$ cat src/inc/power_rail_regs.svh
// Command codes, field positions, reset values and scaling constants of the rail settings
`ifndef POWER_RAIL_REGS_SVH
`define POWER_RAIL_REGS_SVH

`define CMD_LOAD_LINE 8'h28
`define CMD_SW_RATE 8'h33
`define CMD_PHASE_POS 8'h37
`define CMD_OV_LIMIT 8'h40

`define LOAD_LINE_RST 16'h0000
`define L11_EXP_MSB 15
`define L11_EXP_LSB 11
`define L11_MAN_MSB 10
`define PHASE_POS_MSB 3
`define Q8_SHIFT 8

// 40 mV/A in Q8 fixed point
`define SLOPE_MAX_Q8 32'sh0000_2800
// Q12 millivolts to output units of 2^-13 V
`define MV_Q12_TO_VOUT 34'sd500

`define REF_CLK_KHZ 15'h3e80
`define DIV_MIN 15'h000c
`define DIV_MAX 15'h0050
`define FSW_MIN_KHZ 11'h0c8
`define FSW_MAX_KHZ 11'h535

`define OV_DEF_NUM 16'h0073
`define OV_DEF_DEN 32'h0000_0064

// Phase angles are in half degrees
`define PHASE_STEP_HDEG 11'h02d
`define FULL_TURN_HDEG 11'h2d0
`define GRP_STEP_2 11'h168
`define GRP_STEP_3 11'h0f0
`define GRP_STEP_4 11'h0b4

`endif

$ cat src/inc/power_rail_pkg.sv
// Types shared by the rail setting bank
package power_rail_pkg;

    typedef enum logic [1:0] {
        CFG_LOAD = 2'b01,
        CFG_RUN = 2'b10
    } cfg_phase_t;

    typedef struct packed {
        cfg_phase_t phase;
        logic [15:0] slope;
        logic [15:0] freq;
        logic [3:0] pos;
        logic [15:0] ov;
        logic [6:0] div_run;
        logic [15:0] rd_data;
        logic [15:0] vout_target;
        logic ov_fault;
        logic [6:0] sw_cnt;
        logic sw_tick;
        logic [10:0] offset_hdeg;
        logic [6:0] delay_ticks;
    } rail_state_t;

    typedef struct packed {
        logic unused;
    } l11_state_t;

endpackage

$ cat src/core/linear11_decode.sv
// Converts an exponent/mantissa word into a saturated Q8 fixed-point value
`timescale 1ns/1ns
`include "power_rail_regs.svh"
module linear11_decode (
    input wire logic [15:0] word,          // Encoded value
    output logic signed [31:0] value_q8    // Mantissa times two to the exponent, Q8
);
    import power_rail_pkg::*;

    logic signed [4:0] exp_s;
    logic signed [47:0] man_w;
    logic signed [47:0] scaled;
    logic [4:0] sh;

    always_comb begin
        exp_s = signed'(word[`L11_EXP_MSB:`L11_EXP_LSB]);
        man_w = 48'(signed'(word[`L11_MAN_MSB:0])) <<< `Q8_SHIFT;
        sh = exp_s[4] ? 5'(-exp_s) : 5'(exp_s);
        if (exp_s[4]) begin
            scaled = man_w >>> sh;
        end else begin
            scaled = man_w <<< sh;
        end
        // Saturate instead of wrapping so a wild exponent cannot flip the sign
        if (scaled > 48'sh0000_7fff_ffff) begin
            value_q8 = 32'sh7fff_ffff;
        end else if (scaled < -48'sh0000_8000_0000) begin
            value_q8 = -32'sh7fff_ffff - 32'sd1;
        end else begin
            value_q8 = scaled[31:0];
        end
    end

endmodule

$ cat src/core/power_rail_config_regs.sv
// Rail configuration bank: load line, switching rate, phase position and overvoltage limit
`timescale 1ns/1ns
`include "power_rail_regs.svh"
// Overview of operation
// - Load-line and rate words decode as signed mantissa 10:0 times two to the signed exponent 15:11.
// - Load-line slope resets to zero, meaning no droop, in millivolts per ampere.
// - Setpoint drops with output current by the slope, limited to 40 mV/A.
// - Negative (sunk) current raises the setpoint instead of lowering it.
// - Droop uses the summed current of all participating phases.
// - Switching rate is 16 MHz divided by an integer from 12 to 80.
// - Rate word loads from strap at power-up; host writes override it; 200 kHz-1.33 MHz.
// - Phase position uses bits 3:0; bits 15:4 read as zero.
// - Position zero means sixteen; each step is 22.5 degrees.
// - Position defaults to the low four bits of the strapped bus address.
// - Inside one sharing group offsets are automatic; position spaces devices/groups.
// - Phase offset is referenced to the centre of fourth output pulses.
// - Overvoltage limit is unsigned 16 bits times 2^-13 volts, up to 7.99 V.
// - Overvoltage limit defaults to 1.15 times the strapped setpoint.
// - All four words are two-byte read/write and obey write protection.
module power_rail_config_regs (
    input wire logic mclk,                           // Core clock, 10 MHz
    input wire logic arst_n,                         // Asynchronous reset, active low
    input wire logic [7:0] cmd_code,                 // Command code of the access
    input wire logic cmd_wr,                         // Word write strobe
    input wire logic cmd_rd,                         // Word read strobe
    input wire logic [15:0] cmd_wdata,               // Write data word
    output logic [15:0] cmd_rdata,                   // Read data, valid after cmd_rd
    output logic cmd_hit,                            // Command code belongs to this bank
    input wire logic write_protect,                  // Blocks all writes while high
    input wire logic [15:0] strap_sw_rate,           // Strapped rate word
    input wire logic [6:0] strap_bus_addr,           // Strapped bus address
    input wire logic [15:0] strap_vout_set,          // Strapped setpoint, 2^-13 V
    input wire logic [15:0] output_voltage_setpoint, // Present setpoint, 2^-13 V
    input wire logic output_enabled,                 // Regulated output is on
    input wire logic [7:0][15:0] phase_current,      // Signed phase currents, 1/16 A
    input wire logic [7:0] phase_active,             // Phases that share this rail
    input wire logic [1:0] share_group_size,         // Devices in sharing group minus one
    input wire logic [1:0] share_member_idx,         // This device's slot in its group
    input wire logic ref_tick,                       // One-cycle pulse per reference period
    input wire logic [15:0] vout_measured,           // Measured output, 2^-13 V
    output logic [15:0] vout_target,                 // Setpoint after droop
    output logic [6:0] sw_divisor,                   // Reference divisor in use
    output logic sw_cycle_tick,                      // One pulse per switching cycle
    output logic [10:0] phase_offset_hdeg,           // Phase offset, half degrees
    output logic [6:0] fourth_pulse_delay,           // Reference ticks to pulse centre
    output logic ov_fault                            // Output overvoltage
);
    import power_rail_pkg::*;

    rail_state_t st_r;
    rail_state_t st_nxt;

    logic signed [31:0] slope_q8;
    logic signed [31:0] freq_q8;
    logic signed [15:0] cur_masked [8];
    logic signed [18:0] cur_sum;
    logic [14:0] slope_eff;
    logic signed [33:0] prod;
    logic signed [33:0] adj;
    logic signed [34:0] target_w;
    logic [10:0] f_khz;
    logic [14:0] n_raw;
    logic [6:0] div_calc;
    logic [31:0] ov_def_w;
    logic [15:0] ov_default;
    logic [10:0] grp_step;
    logic [10:0] auto_off;
    logic [10:0] pos_off;
    logic [10:0] off_sum;
    logic [10:0] off_mod;
    logic [17:0] delay_w;
    logic wr_ok;

    linear11_decode u_slope_dec (
        .word(st_r.slope),
        .value_q8(slope_q8)
    );

    linear11_decode u_rate_dec (
        .word(st_r.freq),
        .value_q8(freq_q8)
    );

    // Inactive phases must not pull the shared load line
    genvar g;
    generate
        for (g = 0; g < 8; g++) begin : g_phase
            assign cur_masked[g] = phase_active[g] ? signed'(phase_current[g]) : 16'sh0000;
        end
    endgenerate

    always_comb begin
        cur_sum = 19'sh00000;
        for (int i = 0; i < 8; i++) begin
            cur_sum = cur_sum + 19'(cur_masked[i]);
        end
        // Negative slopes are treated as none; the upper end is capped
        if (slope_q8 < 32'sh0) begin
            slope_eff = 15'h0000;
        end else if (slope_q8 > `SLOPE_MAX_Q8) begin
            slope_eff = 15'(`SLOPE_MAX_Q8);
        end else begin
            slope_eff = slope_q8[14:0];
        end
        prod = signed'({1'b0, slope_eff}) * cur_sum;
        adj = prod / `MV_Q12_TO_VOUT;
        // Signed product: sunk current gives a negative adjustment and raises the target
        target_w = 35'(signed'({1'b0, output_voltage_setpoint})) - 35'(adj);
        // Frequency word is in kHz; clip to the supported span
        if (freq_q8 < 32'(signed'({1'b0, `FSW_MIN_KHZ, 8'h00}))) begin
            f_khz = `FSW_MIN_KHZ;
        end else if (freq_q8 > 32'(signed'({1'b0, `FSW_MAX_KHZ, 8'hff}))) begin
            f_khz = `FSW_MAX_KHZ;
        end else begin
            f_khz = freq_q8[18:8];
        end
        n_raw = (`REF_CLK_KHZ + 15'(f_khz >> 1)) / 15'(f_khz);
        if (n_raw < `DIV_MIN) begin
            div_calc = 7'(`DIV_MIN);
        end else if (n_raw > `DIV_MAX) begin
            div_calc = 7'(`DIV_MAX);
        end else begin
            div_calc = n_raw[6:0];
        end
        ov_def_w = (32'(strap_vout_set) * 32'(`OV_DEF_NUM)) / `OV_DEF_DEN;
        ov_default = (ov_def_w > 32'h0000_ffff) ? 16'hffff : ov_def_w[15:0];
        case (share_group_size)
            2'h1: grp_step = `GRP_STEP_2;
            2'h2: grp_step = `GRP_STEP_3;
            2'h3: grp_step = `GRP_STEP_4;
            default: grp_step = 11'h000;
        endcase
        auto_off = 11'(grp_step * 11'(share_member_idx));
        // Code zero is the sixteenth slot
        pos_off = (st_r.pos == 4'h0) ? `FULL_TURN_HDEG
                                    : 11'(`PHASE_STEP_HDEG * 11'(st_r.pos));
        off_sum = 11'(pos_off + auto_off);
        off_mod = (off_sum >= `FULL_TURN_HDEG) ? 11'(off_sum - `FULL_TURN_HDEG) : off_sum;
        delay_w = (18'(off_mod) * 18'(st_r.div_run)) / 18'(`FULL_TURN_HDEG);
    end

    assign wr_ok = cmd_wr && !write_protect && (st_r.phase == CFG_RUN);

    always_comb begin
        cmd_hit = (cmd_code == `CMD_LOAD_LINE) || (cmd_code == `CMD_SW_RATE)
               || (cmd_code == `CMD_PHASE_POS) || (cmd_code == `CMD_OV_LIMIT);
    end

    always_comb begin
        st_nxt = st_r;
        st_nxt.sw_tick = 1'b0;
        case (st_r.phase)
            CFG_LOAD: begin
                // Straps are caught on the first edge after reset release
                st_nxt.freq = strap_sw_rate;
                st_nxt.pos = strap_bus_addr[`PHASE_POS_MSB:0];
                st_nxt.ov = ov_default;
                st_nxt.phase = CFG_RUN;
            end
            CFG_RUN: begin
                if (wr_ok) begin
                    case (cmd_code)
                        `CMD_LOAD_LINE: st_nxt.slope = cmd_wdata;
                        `CMD_SW_RATE: st_nxt.freq = cmd_wdata;
                        `CMD_PHASE_POS: st_nxt.pos = cmd_wdata[`PHASE_POS_MSB:0];
                        `CMD_OV_LIMIT: st_nxt.ov = cmd_wdata;
                        default: st_nxt.ov = st_r.ov;
                    endcase
                end
            end
            default: st_nxt.phase = CFG_LOAD;
        endcase
        if (cmd_rd) begin
            case (cmd_code)
                `CMD_LOAD_LINE: st_nxt.rd_data = st_r.slope;
                `CMD_SW_RATE: st_nxt.rd_data = st_r.freq;
                `CMD_PHASE_POS: st_nxt.rd_data = {12'h000, st_r.pos};
                `CMD_OV_LIMIT: st_nxt.rd_data = st_r.ov;
                default: st_nxt.rd_data = 16'h0000;
            endcase
        end
        // A running converter keeps its divisor; a new rate takes effect once disabled
        if (!output_enabled) begin
            st_nxt.div_run = div_calc;
        end
        if (ref_tick) begin
            if (st_r.sw_cnt >= 7'(st_r.div_run - 7'h01)) begin
                st_nxt.sw_cnt = 7'h00;
                st_nxt.sw_tick = 1'b1;
            end else begin
                st_nxt.sw_cnt = 7'(st_r.sw_cnt + 7'h01);
            end
        end
        if (target_w < 35'sh0) begin
            st_nxt.vout_target = 16'h0000;
        end else if (target_w > 35'sh0_0000_ffff) begin
            st_nxt.vout_target = 16'hffff;
        end else begin
            st_nxt.vout_target = target_w[15:0];
        end
        st_nxt.ov_fault = (vout_measured > st_r.ov);
        st_nxt.offset_hdeg = off_sum;
        st_nxt.delay_ticks = delay_w[6:0];
    end

    always_ff @(posedge mclk or negedge arst_n) begin
        if (!arst_n) begin
            st_r <= '{phase: CFG_LOAD, slope: `LOAD_LINE_RST, div_run: 7'h50, default: '0};
        end else begin
            st_r <= st_nxt;
        end
    end

    assign cmd_rdata = st_r.rd_data;
    assign vout_target = st_r.vout_target;
    assign sw_divisor = st_r.div_run;
    assign sw_cycle_tick = st_r.sw_tick;
    assign phase_offset_hdeg = st_r.offset_hdeg;
    assign fourth_pulse_delay = st_r.delay_ticks;
    assign ov_fault = st_r.ov_fault;

    a_slope_reset: assert property (@(posedge mclk) $rose(arst_n) |-> st_r.slope == 16'h0000)
        else $error("load-line slope not zero after reset");

    a_decode_word: assert property (@(posedge mclk) disable iff (!arst_n)
        st_r.slope == 16'hf802 |-> slope_q8 == 32'sh0000_0100)
        else $error("exponent/mantissa decode wrong");

    a_slope_capped: assert property (@(posedge mclk) disable iff (!arst_n)
        slope_eff <= 15'h2800)
        else $error("load-line slope above limit");

    a_sink_raises: assert property (@(posedge mclk) disable iff (!arst_n)
        (cur_sum < 19'sh0 && slope_eff > 15'h0 && output_voltage_setpoint < 16'h8000)
        |=> vout_target >= $past(output_voltage_setpoint))
        else $error("sunk current lowered the setpoint");

    a_no_phases: assert property (@(posedge mclk) disable iff (!arst_n)
        phase_active == 8'h00 |=> vout_target == $past(output_voltage_setpoint))
        else $error("droop applied with no active phase");

    a_divisor_span: assert property (@(posedge mclk) disable iff (!arst_n)
        st_r.phase == CFG_RUN |-> sw_divisor >= 7'd12 && sw_divisor <= 7'd80)
        else $error("divisor outside 12..80");

    a_strap_load: assert property (@(posedge mclk) disable iff (!arst_n)
        st_r.phase == CFG_LOAD |=> st_r.pos == $past(strap_bus_addr[3:0])
        && st_r.freq == $past(strap_sw_rate))
        else $error("strap values not loaded");

    a_rate_override: assert property (@(posedge mclk) disable iff (!arst_n)
        (wr_ok && cmd_code == 8'h33) |=> st_r.freq == $past(cmd_wdata))
        else $error("rate write lost");

    a_pos_upper_zero: assert property (@(posedge mclk) disable iff (!arst_n)
        (cmd_rd && cmd_code == 8'h37) |=> cmd_rdata[15:4] == 12'h000)
        else $error("position upper bits not zero");

    a_pos_sixteen: assert property (@(posedge mclk) disable iff (!arst_n)
        (st_r.pos == 4'h0 && share_group_size == 2'h0) |=> phase_offset_hdeg == 11'd720)
        else $error("position zero not sixteenth slot");

    a_protect_hold: assert property (@(posedge mclk) disable iff (!arst_n)
        (st_r.phase == CFG_RUN && cmd_wr && write_protect) |=> $stable(st_r.slope)
        && $stable(st_r.freq) && $stable(st_r.pos) && $stable(st_r.ov))
        else $error("protected write changed a register");

    a_ov_flag: assert property (@(posedge mclk) disable iff (!arst_n)
        (vout_measured > st_r.ov) |=> ov_fault)
        else $error("overvoltage not flagged");

    a_ov_clear: assert property (@(posedge mclk) disable iff (!arst_n)
        (vout_measured <= st_r.ov) |=> !ov_fault)
        else $error("overvoltage flagged below the limit");

    a_slope_write: assert property (@(posedge mclk) disable iff (!arst_n)
        (wr_ok && cmd_code == 8'h28) |=> st_r.slope == $past(cmd_wdata))
        else $error("load-line write lost");

    a_pos_write: assert property (@(posedge mclk) disable iff (!arst_n)
        (wr_ok && cmd_code == 8'h37) |=> st_r.pos == $past(cmd_wdata[3:0]))
        else $error("position write lost");

    a_ov_write: assert property (@(posedge mclk) disable iff (!arst_n)
        (wr_ok && cmd_code == 8'h40) |=> st_r.ov == $past(cmd_wdata))
        else $error("overvoltage limit write lost");

    a_ov_default: assert property (@(posedge mclk) disable iff (!arst_n)
        (st_r.phase == CFG_LOAD && strap_vout_set < 16'hde00)
        |=> 32'(st_r.ov) * 32'd100 <= 32'($past(strap_vout_set)) * 32'd115
        && 32'(st_r.ov) * 32'd100 + 32'd100 > 32'($past(strap_vout_set)) * 32'd115)
        else $error("overvoltage default not 1.15 times strapped setpoint");

    a_slope_read: assert property (@(posedge mclk) disable iff (!arst_n)
        (cmd_rd && cmd_code == 8'h28) |=> cmd_rdata == $past(st_r.slope))
        else $error("load-line read wrong");

    a_rate_read: assert property (@(posedge mclk) disable iff (!arst_n)
        (cmd_rd && cmd_code == 8'h33) |=> cmd_rdata == $past(st_r.freq))
        else $error("rate read wrong");

    a_unknown_read: assert property (@(posedge mclk) disable iff (!arst_n)
        (cmd_rd && !cmd_hit) |=> cmd_rdata == 16'h0000)
        else $error("unknown command read not zero");

    a_hit_decode: assert property (@(posedge mclk) disable iff (!arst_n)
        cmd_hit == (cmd_code inside {8'h28, 8'h33, 8'h37, 8'h40}))
        else $error("command hit wrong");

    a_rate_frozen: assert property (@(posedge mclk) disable iff (!arst_n)
        output_enabled |=> $stable(sw_divisor))
        else $error("divisor changed while output enabled");

    a_tick_at_wrap: assert property (@(posedge mclk) disable iff (!arst_n)
        sw_cycle_tick |-> st_r.sw_cnt == 7'h00)
        else $error("switching tick away from count wrap");

    a_tick_single: assert property (@(posedge mclk) disable iff (!arst_n)
        sw_cycle_tick |=> !sw_cycle_tick)
        else $error("switching tick longer than one cycle");

    a_load_once: assert property (@(posedge mclk) disable iff (!arst_n)
        st_r.phase == CFG_RUN |=> st_r.phase == CFG_RUN)
        else $error("straps reloaded without reset");

    a_no_droop: assert property (@(posedge mclk) disable iff (!arst_n)
        st_r.slope == 16'h0000 |=> vout_target == $past(output_voltage_setpoint))
        else $error("droop applied with zero slope");

    a_droop_lowers: assert property (@(posedge mclk) disable iff (!arst_n)
        (cur_sum > 19'sh0 && slope_eff > 15'h0)
        |=> vout_target <= $past(output_voltage_setpoint))
        else $error("sourced current raised the setpoint");

    a_pos_offset: assert property (@(posedge mclk) disable iff (!arst_n)
        (share_group_size == 2'h0 && st_r.pos != 4'h0)
        |=> phase_offset_hdeg == 11'($past(st_r.pos)) * 11'd45)
        else $error("position offset not 22.5 degrees per step");

    a_delay_below: assert property (@(posedge mclk) disable iff (!arst_n)
        st_r.phase == CFG_RUN |=> fourth_pulse_delay < $past(sw_divisor))
        else $error("pulse delay not inside one switching cycle");

endmodule

$ cat config.mk
export PLATFORM = sky130hd
export DESIGN_NAME = power_rail_config_regs
export DESIGN_NICKNAME = d
export VERILOG_FILES = /design/src/inc/power_rail_pkg.sv /design/src/core/linear11_decode.sv /design/src/core/power_rail_config_regs.sv
export VERILOG_INCLUDE_DIRS = /design/src /design/src/inc
export SDC_FILE = /design/constraint.sdc
export NUM_CORES = 2
export LEC_CHECK = 0
export ABC_AREA = 1
export BUFFER_PORTS_ARGS = -buffer_cell sky130_fd_sc_hd__buf_2
export CORE_MARGIN = 10
export CORE_UTILIZATION = 45
export CTS_CLUSTER_SIZE = 16
export DETAILED_ROUTE_END_ITERATION = 12
export PLACE_DENSITY = 0.72
export RECOVER_POWER = 100
export SKIP_LAST_GASP = 1
export SYNTH_ARGS = -nofsm -noshare
export SYNTH_HDL_FRONTEND = slang
export SYNTH_SLANG_ARGS = --single-unit
$ cat constraint.sdc
create_clock -name mclk -period 59.5 [get_ports mclk]
set_input_delay 0 -clock mclk [delete_from_list [all_inputs] [get_ports mclk]]
set_output_delay 0 -clock mclk [all_outputs]
set_load 0.005 [all_outputs]
==> impl_metrics.toml <==
[flow_run]
max_cap_viol_count = 4

[critical_path]
cp_slowest_cell = "clkbuf_1"
critPathMaxFanout = 50
critPathCapture = "vout_target[14]"
ff2ff_setup_slack_ns = 24.07
cp_common_cell = "nand2_1"
reg2reg_from = "st_r[113]"
critPathMaxStageDelay_ns = 1.62
crit_type = "in -> reg"
r2r_cells = 175
cp-end-kind = "flop"
r2r_end = "vout_target[14]"
crit_start = "phase_active[7]"
cp.required_ns = 59.75
worstPathArrival_ns = 36.34
crit_path_start_kind = "input pin"

[status]
status = "complete, but fails checks"
violations = "max-capacitance violations, max-slew violations"

[timing]
grt_setup_unrepaired = "false"
fin_skew_ns = 0.0106
hold_viol = 0
fmax_ghz = 0.0277
slew_headroom_pct = -192
period_needed_ns = 36.10
setup_viol = 0
drv_slew = 191
worst_hold_slack_ns = 0.0292
tightestPinTransition_ns = 4.38
fin_crit_sh_pct = 60.7
tns_ns = 0

[global_routing]
grt_use_total_pct = 21.6
grt_max_degree = 78
grt_pass1_vias = 41966
antenna_found_initial = 0
grt_pass1_wl_um = 204000
overflow = 0

[finish]
fill_cells = 10046
ff_latch_area_mm2 = 0.00301
finalNetCount = 8125
final_common_cell = "nand2_1"
multi_input_area_mm2 = 0.0357
area.growth.synth_to_final_pct = 7.25
antennaDiodeCount = 0
layout_common_cells = "nand2_1 (1590), inv_1 (1363), nor2_1 (640), fa_1 (470), ha_1 (373)"
drive_gt1_share_pct = 11.2

[synthesis]
synth_edf_count = 0
syn_avg_cell_area_um2 = 6.65
ys_ff_latch = 120
synthCells = 6806
async_reset_ff_share_pct = 100
synth_area_mm2 = 0.0453
seq_area_frac_synth_pct = 6.64
synth_warnings = 0
ys_types = 81
synth_flop_cell = "dfrtp_1"

[detailed_routing]
via_count = 42973
via_per_inst = 5.15
first_pass_iters = 7
drc = 0
ant_nets = 0
initialDrtViolationCount = 2799
routed_wl_um = 124000
wl_per_cell_um = 14.8

[cts]
clkSinkCount = 120
cts_buffer_depth = 2
cts_tree = "built"
cts_max_level = 4
cts_setup_buffers = 0
ctsResizeCount = 0
numCtsBuffers = 17
cts-root-buf = "clkbuf_16"
cts-hold-fix-buffers = 51
clk_latency_ns = 0.47
clkSlewWorstSetupHoldPaths_ns = 0.06

[floorplan]
die_x_um = 337
ios = 302
core-area_mm2 = 0.100
die_height_um = 337
die-area_mm2 = 0.114
start_util_pct = 45.3
rows = 116

[hold_path]
min_path_cells = 4
hold_class = "in -> reg"

[placed_design]
dp_hpwl_um = 105000
io_buffers = 298
globalplace.congestion = 0.942
worst min-delay path by stage:
stage | to | slack, ns | startpoint
global placement | fourth_pulse_delay[2] | 0.08 | arst_n
finish | vout_target[9] | 0.03 | output_voltage_setpoint[9]
global route | vout_target[9] | 0.07 | output_voltage_setpoint[9]
floorplan | cmd_rdata[0] | -0.30 | arst_n
CTS | vout_target[9] | 0.01 | output_voltage_setpoint[9]
detailed placement | fourth_pulse_delay[2] | 0.09 | arst_n
per-stage QoR:
stage               instances  area (µm²)  setup slack [ns]  utilization, %
finish                   8351       48500             23.40            48.5
detailed placement       8268       47600             28.44            47.6
global route             8351       48500             19.88            48.5
floorplan                6823       45300             34.03               -
global placement         8268       47600             29.02            47.6
CTS                      8351       48700             28.31            48.7
sequential cells by signal (all words and copies together) (netlist names):
register,cells
sw_cycle_tick,1
cmd_rdata,16
sw_divisor,7
phase_offset_hdeg,11
vout_target,16
ov_fault,1
fourth_pulse_delay,7
st_r,61
cell usage after synthesis (58+ instances only):
| cell type | n | area (µm²) |
|---|---|---|
| a21oi_1 | 256 | 1280 |
| buf_4 | 58 | 435 |
| clkbuf_1 | 92 | 345 |
| dfrtp_1 | 117 | 2930 |
| fa_1 | 470 | 9410 |
| ha_1 | 373 | 4670 |
| inv_1 | 1360 | 5100 |
| inv_2 | 63 | 236 |
| nand2_1 | 1587 | 5960 |
| nand2_2 | 141 | 882 |
| nand2_4 | 59 | 664 |
| nand3_1 | 289 | 1450 |
| nand4_1 | 69 | 432 |
| nor2_1 | 636 | 2390 |
| o21ai_0 | 301 | 1510 |
| xnor2_1 | 70 | 613 |
| xor2_1 | 205 | 1800 |
kinds of logic after synthesis:
| group | Yosys count | synth area share [%] |
|---|---|---|
| simple gates | 3043 | 30.6 |
| buf+inv | 1633 | 14.5 |
| compound gates | 882 | 11.5 |
| fa+ha+maj | 843 | 31.1 |
| xor+xnor | 275 | 5.32 |
| flops | 120 | 6.64 |
| mux | 8 | 0.191 |
| other cells | 2 | 0.0166 |
per-layer routing:
layer	track usage, %	part of all wire (%)
met4	7.00	3.2
met2	38.4	49
met3	2.44	5.7
met5	0	0
met1	27.0	42
cell type report:
class,count,area share (%)
inverters,1459,11.5
flip-flops and latches,120,6.19
multi-input cells,5070,73.5
repair buffers,372,4.32
clock inverters,14,0.286
well taps,1298,3.35
clock buffers,18,0.905
critical path, delay by kind of cell:
kind / cells / cell delay (ns)
AOI/OAI and AO/OA: 28 / 6.96
buffers and inverters: 24 / 5.49
xor gates and xnor gates: 1 / 0.66
adders and majority gates: 14 / 6.62
and+or+nand+nor: 122 / 16.46
Power is left out: the tool's default activity adds up to more than one toggle a clock period on the data nets, which glitch-free logic cannot reach.
